==> src/hw/pspc_pkg.sv <==
// Package for the processor state and privilege control block.
// Assumes a single clock domain and no software-visible registers.
package pspc_pkg;

    // ------------------------------------------------------------------
    // Status word layout
    // ------------------------------------------------------------------
    localparam int SW_WIDTH = 16;
    localparam int SW_SUPER_BIT = 13;
    localparam int SW_FLAG_BYTE_W = 8;
    localparam logic [15:0] SW_RESET = 16'h2700;
    localparam logic [15:0] SW_FLAG_BYTE_MASK = 16'h00ff;

    // ------------------------------------------------------------------
    // Register file layout
    // ------------------------------------------------------------------
    localparam int GPR_COUNT = 16;
    localparam int GPR_WIDTH = 32;
    localparam int REG_IDX_W = 6;
    localparam int USER_CTRL_COUNT = 2;
    localparam logic [5:0] REG_IDX_PC = 6'h10;
    localparam logic [5:0] REG_IDX_FLAGS = 6'h11;
    localparam logic [5:0] REG_IDX_FIRST_SUPER = 6'h12;
    localparam logic [5:0] REG_IDX_XLATE_FIRST = 6'h18;
    localparam logic [5:0] REG_IDX_XLATE_LAST = 6'h1b;

    // ------------------------------------------------------------------
    // Transfer modifier encodings
    // ------------------------------------------------------------------
    localparam logic [2:0] TM_USER_DATA = 3'h1;
    localparam logic [2:0] TM_USER_PROG = 3'h2;
    localparam logic [2:0] TM_SUPER_DATA = 3'h5;
    localparam logic [2:0] TM_SUPER_PROG = 3'h6;

    // ------------------------------------------------------------------
    // Exception vector numbers and refill count
    // ------------------------------------------------------------------
    localparam logic [7:0] VEC_PRIV_VIOLATION = 8'h08;
    localparam logic [7:0] VEC_TRAP_BASE = 8'h20;
    localparam logic [7:0] VEC_TRACE = 8'h09;
    localparam int FILL_WIDTH = 2;
    localparam logic [1:0] FILL_WORDS = 2'h3;

    // ------------------------------------------------------------------
    // Types
    // ------------------------------------------------------------------
    typedef enum logic [1:0] {
        PSPC_NORMAL,
        PSPC_EXCEPTION,
        PSPC_HALTED
    } pspc_state_t;

    typedef enum logic [2:0] {
        PSPC_EX_IDLE,
        PSPC_EX_PUSH,
        PSPC_EX_SETS,
        PSPC_EX_VECTOR,
        PSPC_EX_FILL,
        PSPC_EX_WAIT_FIRST
    } pspc_step_t;

endpackage : pspc_pkg

==> src/hw/pspc_core.sv <==
// Processing state and privilege control for a 32-bit processor.
// Assumes decoded instruction strobes from the integer_unit, one cycle each.
//
// Behaviour
// - Always in exactly one of normal, exception or halted state.
// - Trace, trap or specific instructions start exception processing.
// - Exception runs stacking, vector fetch, refill; ends at first handler op.
// - Access or address error during exception processing halts.
// - Halted stays halted until external reset.
// - Stop gives a bus-idle normal substate, distinct from halt.
// - Supervisor flag set means supervisor mode, clear means user.
// - Exception bus cycles are supervisor, stacking uses supervisor stack.
// - Transfer modifier shows supervisor or user for each bus cycle.
// - Exception entry pushes status word, then sets supervisor flag.
// - Privileged instructions run only in supervisor mode.
// - Traps, trace and refused instructions are the only user paths into supervisor mode.
// - Status word writes and return from exception flush the pipeline.
// - User mode reaches only user registers; supervisor reaches all.
// - User set: sixteen 32-bit general registers plus two control.
// - Translation registers are reached only from supervisor mode.
// - User mode writes only the condition flag byte of the status word.
`timescale 1ns/1ns
`default_nettype none

module pspc_core (
    // Clock and reset
    input wire logic clk_sys,
    input wire logic rst,
    // Instruction events
    input wire logic instr_valid,
    input wire logic instr_privileged,
    input wire logic instr_stop,
    input wire logic instr_trap,
    input wire logic [3:0] trap_num,
    input wire logic trace_pending,
    input wire logic instr_sw_write,
    input wire logic instr_rfe,
    input wire logic [15:0] sw_wdata,
    input wire logic [15:0] rfe_sw,
    input wire logic handler_first,
    input wire logic wake_event,
    // Register access check
    input wire logic reg_acc_valid,
    input wire logic [5:0] reg_acc_idx,
    // General register file port
    input wire logic gpr_we,
    input wire logic [3:0] gpr_waddr,
    input wire logic [31:0] gpr_wdata,
    input wire logic [3:0] gpr_raddr,
    output logic [31:0] gpr_rdata,
    // Bus cycle qualifiers
    input wire logic bus_req,
    input wire logic bus_prog,
    input wire logic bus_done,
    input wire logic access_error,
    input wire logic address_error,
    output logic [2:0] tm_out,
    output logic bus_allowed,
    output logic stack_super,
    // Status and control
    output logic [15:0] status_word,
    output logic [7:0] condition_flag_byte,
    output logic super_mode,
    output logic [1:0] proc_state,
    output logic stopped,
    output logic halted,
    output logic pipe_flush,
    output logic sw_push,
    output logic [15:0] sw_push_data,
    output logic vector_fetch,
    output logic [7:0] vector_num,
    output logic instr_refused,
    output logic reg_acc_refused
);

    // ------------------------------------------------------------------
    // Declarations
    // ------------------------------------------------------------------
    pspc_pkg::pspc_state_t state_q;
    pspc_pkg::pspc_step_t step_q;
    logic [15:0] sw_q;
    logic [15:0] saved_sw_q;
    logic [7:0] vec_q;
    logic [1:0] fill_q;
    logic stopped_q;
    logic flush_q;
    logic [31:0] gpr_q [pspc_pkg::GPR_COUNT];
    logic [31:0] rdata_q;
    logic ex_cause;
    logic priv_fault;
    logic fault_any;

    // ------------------------------------------------------------------
    // Privilege checks
    // ------------------------------------------------------------------
    pspc_priv_check u_check (
        .super_mode(super_mode),
        .instr_valid(instr_valid),
        .instr_privileged(instr_privileged),
        .reg_acc_valid(reg_acc_valid),
        .reg_acc_idx(reg_acc_idx),
        .instr_refused(instr_refused),
        .reg_acc_refused(reg_acc_refused)
    );

    assign super_mode = sw_q[pspc_pkg::SW_SUPER_BIT];
    assign priv_fault = instr_refused;
    assign fault_any = access_error || address_error;

    // Only traps, trace and refused instructions enter the supervisor.
    assign ex_cause = (state_q == pspc_pkg::PSPC_NORMAL) &&
                      ((instr_valid && instr_trap) || trace_pending ||
                       priv_fault);

    // ------------------------------------------------------------------
    // Processing state
    // ------------------------------------------------------------------
    always_ff @(posedge clk_sys or posedge rst) begin
        if (rst) begin
            state_q <= pspc_pkg::PSPC_NORMAL;
        end else begin
            unique case (state_q)
                pspc_pkg::PSPC_NORMAL: begin
                    if (ex_cause) begin
                        state_q <= pspc_pkg::PSPC_EXCEPTION;
                    end
                end
                pspc_pkg::PSPC_EXCEPTION: begin
                    if (fault_any) begin
                        state_q <= pspc_pkg::PSPC_HALTED;
                    end else if (step_q == pspc_pkg::PSPC_EX_WAIT_FIRST &&
                                 handler_first) begin
                        state_q <= pspc_pkg::PSPC_NORMAL;
                    end
                end
                pspc_pkg::PSPC_HALTED: begin
                    state_q <= pspc_pkg::PSPC_HALTED;
                end
                default: begin
                    state_q <= pspc_pkg::PSPC_HALTED;
                end
            endcase
        end
    end

    // ------------------------------------------------------------------
    // Exception sequence
    // ------------------------------------------------------------------
    always_ff @(posedge clk_sys or posedge rst) begin
        if (rst) begin
            step_q <= pspc_pkg::PSPC_EX_IDLE;
            fill_q <= 2'h0;
        end else if ((fault_any && state_q == pspc_pkg::PSPC_EXCEPTION) ||
                     state_q == pspc_pkg::PSPC_HALTED) begin
            // An error outside exception processing must not cancel an entry.
            step_q <= pspc_pkg::PSPC_EX_IDLE;
        end else begin
            unique case (step_q)
                pspc_pkg::PSPC_EX_IDLE: begin
                    if (ex_cause) begin
                        step_q <= pspc_pkg::PSPC_EX_PUSH;
                    end
                end
                pspc_pkg::PSPC_EX_PUSH: begin
                    if (bus_done) begin
                        step_q <= pspc_pkg::PSPC_EX_SETS;
                    end
                end
                pspc_pkg::PSPC_EX_SETS: begin
                    step_q <= pspc_pkg::PSPC_EX_VECTOR;
                end
                pspc_pkg::PSPC_EX_VECTOR: begin
                    if (bus_done) begin
                        step_q <= pspc_pkg::PSPC_EX_FILL;
                        fill_q <= 2'h0;
                    end
                end
                pspc_pkg::PSPC_EX_FILL: begin
                    if (bus_done) begin
                        if (fill_q == pspc_pkg::FILL_WORDS) begin
                            step_q <= pspc_pkg::PSPC_EX_WAIT_FIRST;
                        end
                        fill_q <= fill_q + 2'h1;
                    end
                end
                pspc_pkg::PSPC_EX_WAIT_FIRST: begin
                    if (handler_first) begin
                        step_q <= pspc_pkg::PSPC_EX_IDLE;
                    end
                end
                default: begin
                    step_q <= pspc_pkg::PSPC_EX_IDLE;
                end
            endcase
        end
    end

    // Vector number and status word snapshot at exception entry.
    always_ff @(posedge clk_sys or posedge rst) begin
        if (rst) begin
            vec_q <= 8'h00;
            saved_sw_q <= 16'h0000;
        end else if (ex_cause) begin
            saved_sw_q <= sw_q;
            if (priv_fault) begin
                vec_q <= pspc_pkg::VEC_PRIV_VIOLATION;
            end else if (instr_valid && instr_trap) begin
                vec_q <= pspc_pkg::VEC_TRAP_BASE + {4'h0, trap_num};
            end else begin
                vec_q <= pspc_pkg::VEC_TRACE;
            end
        end
    end

    // ------------------------------------------------------------------
    // Status word
    // ------------------------------------------------------------------
    always_ff @(posedge clk_sys or posedge rst) begin
        if (rst) begin
            sw_q <= pspc_pkg::SW_RESET;
        end else if (step_q == pspc_pkg::PSPC_EX_SETS) begin
            sw_q[pspc_pkg::SW_SUPER_BIT] <= 1'b1;
        end else if (state_q == pspc_pkg::PSPC_NORMAL && instr_valid &&
                     !instr_refused) begin
            if (instr_rfe && super_mode) begin
                sw_q <= rfe_sw;
            end else if (instr_sw_write && super_mode) begin
                sw_q <= sw_wdata;
            end else if (instr_sw_write) begin
                // User code may only change the condition flag byte.
                sw_q <= (sw_q & ~pspc_pkg::SW_FLAG_BYTE_MASK) |
                        (sw_wdata & pspc_pkg::SW_FLAG_BYTE_MASK);
            end
        end
    end

    // Pipeline flush after any status word write or return.
    always_ff @(posedge clk_sys or posedge rst) begin
        if (rst) begin
            flush_q <= 1'b0;
        end else begin
            flush_q <= state_q == pspc_pkg::PSPC_NORMAL && instr_valid &&
                       !instr_refused && (instr_sw_write ||
                       instr_rfe);
        end
    end

    // ------------------------------------------------------------------
    // Stopped substate
    // ------------------------------------------------------------------
    always_ff @(posedge clk_sys or posedge rst) begin
        if (rst) begin
            stopped_q <= 1'b0;
        end else if (state_q != pspc_pkg::PSPC_NORMAL || trace_pending) begin
            stopped_q <= 1'b0;
        end else if (instr_valid && instr_stop && !instr_refused) begin
            // A stop in the same cycle as a wake event still stops.
            stopped_q <= 1'b1;
        end else if (wake_event) begin
            stopped_q <= 1'b0;
        end
    end

    // ------------------------------------------------------------------
    // General register file
    // ------------------------------------------------------------------
    // Sixteen 32-bit general registers; no reset so they map to storage.
    always_ff @(posedge clk_sys) begin
        if (gpr_we) begin
            gpr_q[gpr_waddr] <= gpr_wdata;
        end
    end

    always_ff @(posedge clk_sys or posedge rst) begin
        if (rst) begin
            rdata_q <= 32'h0000_0000;
        end else begin
            rdata_q <= gpr_q[gpr_raddr];
        end
    end

    // ------------------------------------------------------------------
    // Bus qualifiers and outputs
    // ------------------------------------------------------------------
    always_comb begin
        if (state_q == pspc_pkg::PSPC_EXCEPTION || super_mode) begin
            tm_out = bus_prog ? pspc_pkg::TM_SUPER_PROG :
                     pspc_pkg::TM_SUPER_DATA;
        end else begin
            tm_out = bus_prog ? pspc_pkg::TM_USER_PROG :
                     pspc_pkg::TM_USER_DATA;
        end
    end

    assign bus_allowed = bus_req && !stopped_q &&
                         state_q != pspc_pkg::PSPC_HALTED;
    assign stack_super = state_q == pspc_pkg::PSPC_EXCEPTION;
    assign status_word = sw_q;
    assign condition_flag_byte = sw_q[7:0];
    assign proc_state = state_q;
    assign stopped = stopped_q;
    assign halted = state_q == pspc_pkg::PSPC_HALTED;
    assign pipe_flush = flush_q;
    assign sw_push = step_q == pspc_pkg::PSPC_EX_PUSH;
    assign sw_push_data = saved_sw_q;
    assign vector_fetch = step_q == pspc_pkg::PSPC_EX_VECTOR;
    assign vector_num = vec_q;
    assign gpr_rdata = rdata_q;

endmodule : pspc_core

`default_nettype wire

==> src/hw/pspc_priv_check.sv <==
// Privilege checker for instruction and register accesses.
// Assumes decoded instruction class flags from the integer_unit decoder.
`timescale 1ns/1ns
`default_nettype none

module pspc_priv_check (
    // Mode
    input wire logic super_mode,
    // Instruction class
    input wire logic instr_valid,
    input wire logic instr_privileged,
    // Register access
    input wire logic reg_acc_valid,
    input wire logic [5:0] reg_acc_idx,
    // Results
    output logic instr_refused,
    output logic reg_acc_refused
);

    logic user_reg;
    logic xlate_reg;

    // User code sees only the general registers and two control registers.
    assign user_reg = reg_acc_idx < pspc_pkg::REG_IDX_FIRST_SUPER;
    assign xlate_reg = (reg_acc_idx >= pspc_pkg::REG_IDX_XLATE_FIRST) &&
                       (reg_acc_idx <= pspc_pkg::REG_IDX_XLATE_LAST);

    assign instr_refused = instr_valid && instr_privileged &&
                           !super_mode;
    assign reg_acc_refused = reg_acc_valid && !super_mode &&
                             (!user_reg || xlate_reg);

endmodule : pspc_priv_check

`default_nettype wire

==> config.mk <==
export PLATFORM = sky130hd
export DESIGN_NAME = pspc_core
export DESIGN_NICKNAME = d
export VERILOG_FILES = /design/src/hw/pspc_pkg.sv /design/src/hw/pspc_core.sv /design/src/hw/pspc_priv_check.sv
export SDC_FILE = /design/constraint.sdc
export NUM_CORES = 1
export LEC_CHECK = 0
export BUFFER_PORTS_ARGS = -buffer_cell sky130_fd_sc_hd__buf_2
export CAP_MARGIN = 20
export CORE_ASPECT_RATIO = 1.75
export CORE_MARGIN = 4
export CORE_UTILIZATION = 55
export CTS_CLUSTER_DIAMETER = 30
export DETAILED_ROUTE_END_ITERATION = 12
export PLACE_DENSITY = 0.74
export SLEW_MARGIN = 20
export SYNTH_ARGS = -nofsm -noshare
export SYNTH_HDL_FRONTEND = slang
export SYNTH_SLANG_ARGS = --single-unit
==> constraint.sdc <==
create_clock -name clk_sys -period 3.7 [get_ports clk_sys]
set_input_delay 0.74 -clock clk_sys [delete_from_list [all_inputs] [get_ports clk_sys]]
set_output_delay 0.74 -clock clk_sys [all_outputs]
set_load 0.01 [all_outputs]
== Yosys cells after proc, flatten, opt, wreduce, memory -nomap -nowiden ==
Memory sizes are Yosys's and may differ from the RTL's. A register that Yosys moved wholly into a read port is not among the register bits.
Index checks and enable logic that the tools add are counted.
Operators by class
  order comparisons: 3
  $mul: 0
  bitwise gates (word level): 3
  reductions and logical operators: 43
  eq/ne operators: 19
  add/sub/neg operators: 2
  shift operators: 0
  divide/modulo/power cells: 0
  multiplexer cells: 30
Operators by type and width (number)
  2-to-1 mux 16 bit: 3
  2-to-1 mux 3 bit: 8
  logical AND 1 bit: 18
  case mux 3 bit (6 select lines): 1
  bitwise OR 16 x 8 -> 16 bit: 1
  2-to-1 mux 14 bit: 1
  2-to-1 mux 2 bit: 7
  2-to-1 mux 7 bit: 2
  != test 3 x 2 -> 1 bit (second input constant): 3
  != test 3 bit (second input constant): 3
  logical OR 1 bit: 8
  != test 2 bit (second input constant): 4
  case mux 2 bit (2 select lines): 2
  adder 6 x 4 -> 7 bit (first input constant): 1
  == test 3 x 2 -> 1 bit (second input constant): 2
  == test 3 bit (second input constant): 2
  greater-or-equal comparator 6 x 5 -> 1 bit (second input constant): 1
  less-or-equal comparator 6 x 5 -> 1 bit (second input constant): 1
  < comparator 6 x 5 -> 1 bit (second input constant): 1
  2-to-1 mux 1 bit: 6
  AND reduction 6 bit: 1
  nonzero test 2 bit: 3
  nonzero test 3 bit: 2
  == test 2 bit (second input constant): 2
  12 further kinds: 17
Word-level totals
  bits in writable memories: 512
  word-level logic and storage cells: 110
  memories kept: 1
  ROM bits: 0
  flip-flop bits (word level): 49
  input bits: 100
  latch bits: 0
Memories
  gpr_q: words 16, bits a word 32, rd ports 1, clocked after memory_dff 1, write ports 1, RTL line pspc_core.sv:87  | logic [31:0] gpr_q [pspc_pkg::GPR_COUNT];

== Longest topological paths before layout ==
  depth after elaboration: 7
  depth in mapped cells: 6
  mapped depth without buffers: 5

== Modules after synthesis ==
Synthesis repeated with hierarchy kept, for this count alone.
Unflattened totals
  cells, all modules: 1049
  area, all modules: 22277.6 µm²
Modules (own cells, without submodules)
  pspc_core: times used 1, area each 22251.3 µm², cells each 1044, seq. area each 17331.6 µm²
  pspc_priv_check: times used 1, area each 26.3 µm², cells each 5, seq. area each 0.0 µm²

== Worst setup path before layout ==
OpenSTA, ideal clock, no wires.
  kind: input -> register
  start point: input gpr_waddr[2]
  end point: memory gpr_q[0][0] (enable)
  required time: 3.239 ns
  data arrival time: 3.458 ns
  path buffers: 0
  stages: 2
  library setup time: 0.461 ns
  setup slack: -0.220 ns
  cell sequence: or3b_2 nor3_1
RTL lines
  start: declaration: RTL line pspc_core.sv:47  | input wire logic [3:0] gpr_waddr,
  end: declaration: RTL line pspc_core.sv:87
No word-level cell before the write port.

== Worst setup path in the final report ==
  start point: register sw_q[13], in the netlist status_word[13]
  end point: output instr_refused
Between the ends
  longest elaborated chain between the ends: 2
RTL lines
  start: declaration: RTL line pspc_core.sv:81  | logic [15:0] sw_q;
  start signal: assignment: RTL line pspc_core.sv:220  | sw_q <= pspc_pkg::SW_RESET;
  start signal: assignment: RTL line pspc_core.sv:226  | sw_q <= rfe_sw;
  start signal: assignment: RTL line pspc_core.sv:228  | sw_q <= sw_wdata;
  zero test 1 bit: RTL line pspc_priv_check.sv:29  | !super_mode;
  logical AND 1 bit: RTL line pspc_priv_check.sv:28  | assign instr_refused = instr_valid && instr_privileged &&
  end: declaration: RTL line pspc_core.sv:72  | output logic instr_refused,
Every way passes these cells.

==> impl_metrics.env <==
export IMPL_antenna_left=0
export IMPL_cp_max_fo=18
export IMPL_drt_iter0_markers=1124
export IMPL_internal_power_uw=11930
export IMPL_min_delay_path_class="input pin to asynchronous set/reset pin"
export IMPL_critPathKind="flop to output port"
export IMPL_syn_area_per_cell_um2=20.98
export IMPL_synthCells=1065
export IMPL_vias=11310
export IMPL_crit_slowest_cell="dfstp_2"
export IMPL_gp_congestion=0.8202
export IMPL_status="complete, no violations"
export IMPL_clock_sinks=590
export IMPL_cp_startpoint="status_word[13]"
export IMPL_leakage_uw=0.009157
export IMPL_synth_cell_type_count=43
export IMPL_max_cap_viol_count=0
export IMPL_final_hold_viol_count=0
export IMPL_grtUsageTotal_pct=22.40
export IMPL_place_area_um2=24090
export IMPL_cp_end_kind="output port"
export IMPL_clockBufferDepth=3
export IMPL_grt_antenna_before_repair=3
export IMPL_final_setup_skew_ns=0.01466
export IMPL_clock_latency_ns=0.57
export IMPL_clk_root_buffer_cell="clkbuf_16"
export IMPL_power_switching_uw=3611
export IMPL_path_buf_inv=1
export IMPL_worstPathArrival_ns=1.78
export IMPL_drv_slew=0
export IMPL_grt_start_max_net_pins=59
export IMPL_htreeDepth=3
export IMPL_io_pins=195
export IMPL_drc=0
export IMPL_nets=1393
export IMPL_synth_seq_cells=590
export IMPL_hold_buffers=0
export IMPL_required_ns=2.96
export IMPL_rr_worst_depth=4
export IMPL_power_density_nw_per_um2=591.7
export IMPL_cts_made_buffers=67
export IMPL_switching_share_pct=23.23
export IMPL_finalWorstPathRequiredPeriod_ns=2.519
export IMPL_rows=97
export IMPL_yosysWarnings=0
export IMPL_routed_wirelength_mm=48.39
export IMPL_tns_ns=0
export IMPL_slew_headroom_pct=32.48
export IMPL_ys_seq_area_share_pct=77.58
export IMPL_timing_fmax_mhz=397.0
export IMPL_die_area_um2=44040
export IMPL_core_um2=40050
export IMPL_area_delta_synth_final_pct=17.59
export IMPL_fp_dieW_um=160.4
export IMPL_ys_flop_type="edfxtp_1"
export IMPL_ir_drop_mv=0.3436
export IMPL_drive_gt1_share_pct=38.57
export IMPL_setup_violations=0
export IMPL_async_flop_share_pct=13.22
export IMPL_worst_slew_pin_slew_ns=1.013
export IMPL_route_detailed_wl_per_inst_um=26.30
export IMPL_cp_depth=3
export IMPL_syn_area_um2=22340
export IMPL_io_buffers=190
export IMPL_r2r_start="status_word[13]"
export IMPL_die_h_um=274.6
export IMPL_place_detailed_hpwl_mm=26.97
export IMPL_rsz0062_at_grt="no"
export IMPL_postCtsSetupBuffers=0
export IMPL_ctsResizeCount=0
export IMPL_vias_per_cell=6.148
export IMPL_fin_crit_sh_pct=68.08
export IMPL_combPwrFrac_pct=8.9
export IMPL_seq_power_share_pct=50.1
export IMPL_clkTransAtPathRegs_ns=0.06
export IMPL_grt_pass1_vias=12150
export IMPL_crit_family="flip-flops"
export IMPL_design_area_um2=26270
export IMPL_critPathMaxStageDelay_ns=0.73
export IMPL_drt_pass1_iterations=5
export IMPL_cts_tree="done"
export IMPL_start_util_pct=55.78
export IMPL_overflow=0
export IMPL_synth_edf_count=512
export IMPL_clkPwrFrac_pct=41.0
export IMPL_crit_path_start_kind="flop"
export IMPL_grt_pass1_wl_mm=73.66
export IMPL_cp_cell_sequence="nor2b_1 -> and2_1 -> buf_2"
[metal layers]
| metal | part of all wire, % | global-route usage [%] | wire length (µm) | vias to the layer above |
|---|---|---|---|---|
| li1 | - | - | - | 4805 |
| met4 | 3.4 | 9.268 | 1664 | 4 |
| met1 | 36 | 27.59 | 17450 | 5821 |
| met3 | 7.5 | 4.092 | 3650 | 117 |
| met2 | 53 | 39.44 | 25610 | 565 |
| met5 | 0.045 | 0 | 22 | - |
[sequential cells by signal, indices dropped and copies added, names as in the netlist]
signal / count
gpr_rdata: 32
pipe_flush: 1
status_word: 16
sw_push_data: 16
proc_state: 2
vector_num: 5
stopped: 1
step_q: 3
gpr_q: 512
fill_q: 2
[cell usage after synthesis, types with 7 or more instances]
master | instances | area [µm²]
edfxtp_1 | 512 | 15370
mux4_2 | 128 | 2883
dfrtp_1 | 74 | 1852
nand2_1 | 67 | 251.5
a22oi_1 | 64 | 480.5
clkbuf_1 | 34 | 127.6
mux2_2 | 34 | 382.9
nor2_1 | 26 | 97.59
o21ai_0 | 24 | 120.1
buf_4 | 14 | 105.1
buf_2 | 13 | 65.06
inv_1 | 9 | 33.78
nand2b_1 | 7 | 43.79
nor3_1 | 7 | 35.03
[layout make-up]
type | count | area [µm²]
Inverter | 9 | 35.03
Multi-Input combinational cell | 403 | 4788
Sequential cell | 590 | 17330
Fill cell | 2572 | 13780
Antenna cell | 2 | 5.005
Tap cell | 495 | 619.3
Clock inverter | 39 | 356.6
Clock buffer | 81 | 1814
Timing Repair Buffer | 221 | 1320
[placed cells by master, fill, tap and decap left out, drive strengths merged, types with 24 or more instances in the layout]
cell type / instances
a22oi: 64
buf: 220
clkbuf: 82
dfrtp: 74
edfxtp: 512
mux2: 34
mux4: 128
nand2: 67
nor2: 26
o21ai: 24
[kinds of logic (layout without fill, tap and decap cells)]
kind of cell	count (synthesis)	after routing	share of synthesized area [%]
AOI/OAI and AO/OA	104	104	3.293
xor gates and xnor gates	1	1	0.03921
adders and majority gates	1	1	0.05599
buffers and inverters	74	350	1.652
DFF	590	590	77.58
muxes	162	162	14.62
other	1	5	0.01678
and+or+nand+nor	132	132	2.750
[metrics by stage]
stage | total power, µW | util [%] | hold WS [ns] | setup slack (ns) | instances
finish | 15540 | 65.59 | 0.1904 | 1.181 | 1840
global route | 16090 | 65.58 | 0.2159 | 1.098 | 1838
CTS | 15690 | 65.58 | 0.1984 | 1.148 | 1838
detailed placement | 9325 | 60.16 | 0.4836 | 1.088 | 1718
global placement | 9272 | 60.16 | 0.4801 | 1.076 | 1718
floorplan | 8729 | - | 0.4873 | 0.08067 | 1067
[worst paths after layout]
kind	endpoint	slack, ns
max in group asynchronous	status_word[9]	2.76
worst min register to register	status_word[8]	0.49
worst max register to register	status_word[4]	1.65
worst max-delay path	instr_refused	1.18
worst min-delay path	gpr_rdata[8]	0.19
min in group clk_sys	stopped	0.35
[power groups by stage]
| stage | Combinational [µW] | Sequential, µW | Clock, µW |
|---|---|---|---|
| 4_1_cts | 1410 | 7800 | 6490 |
| 2_1_floorplan | 744 | 7980 | 0 |
| 6_report | 1380 | 7790 | 6370 |
| 3_3_place_gp | 1360 | 7910 | 0 |
| 3_5_place_dp | 1390 | 7930 | 0 |
| 5_1_grt | 1500 | 7830 | 6760 |
(Power assumes the default switching activity.)
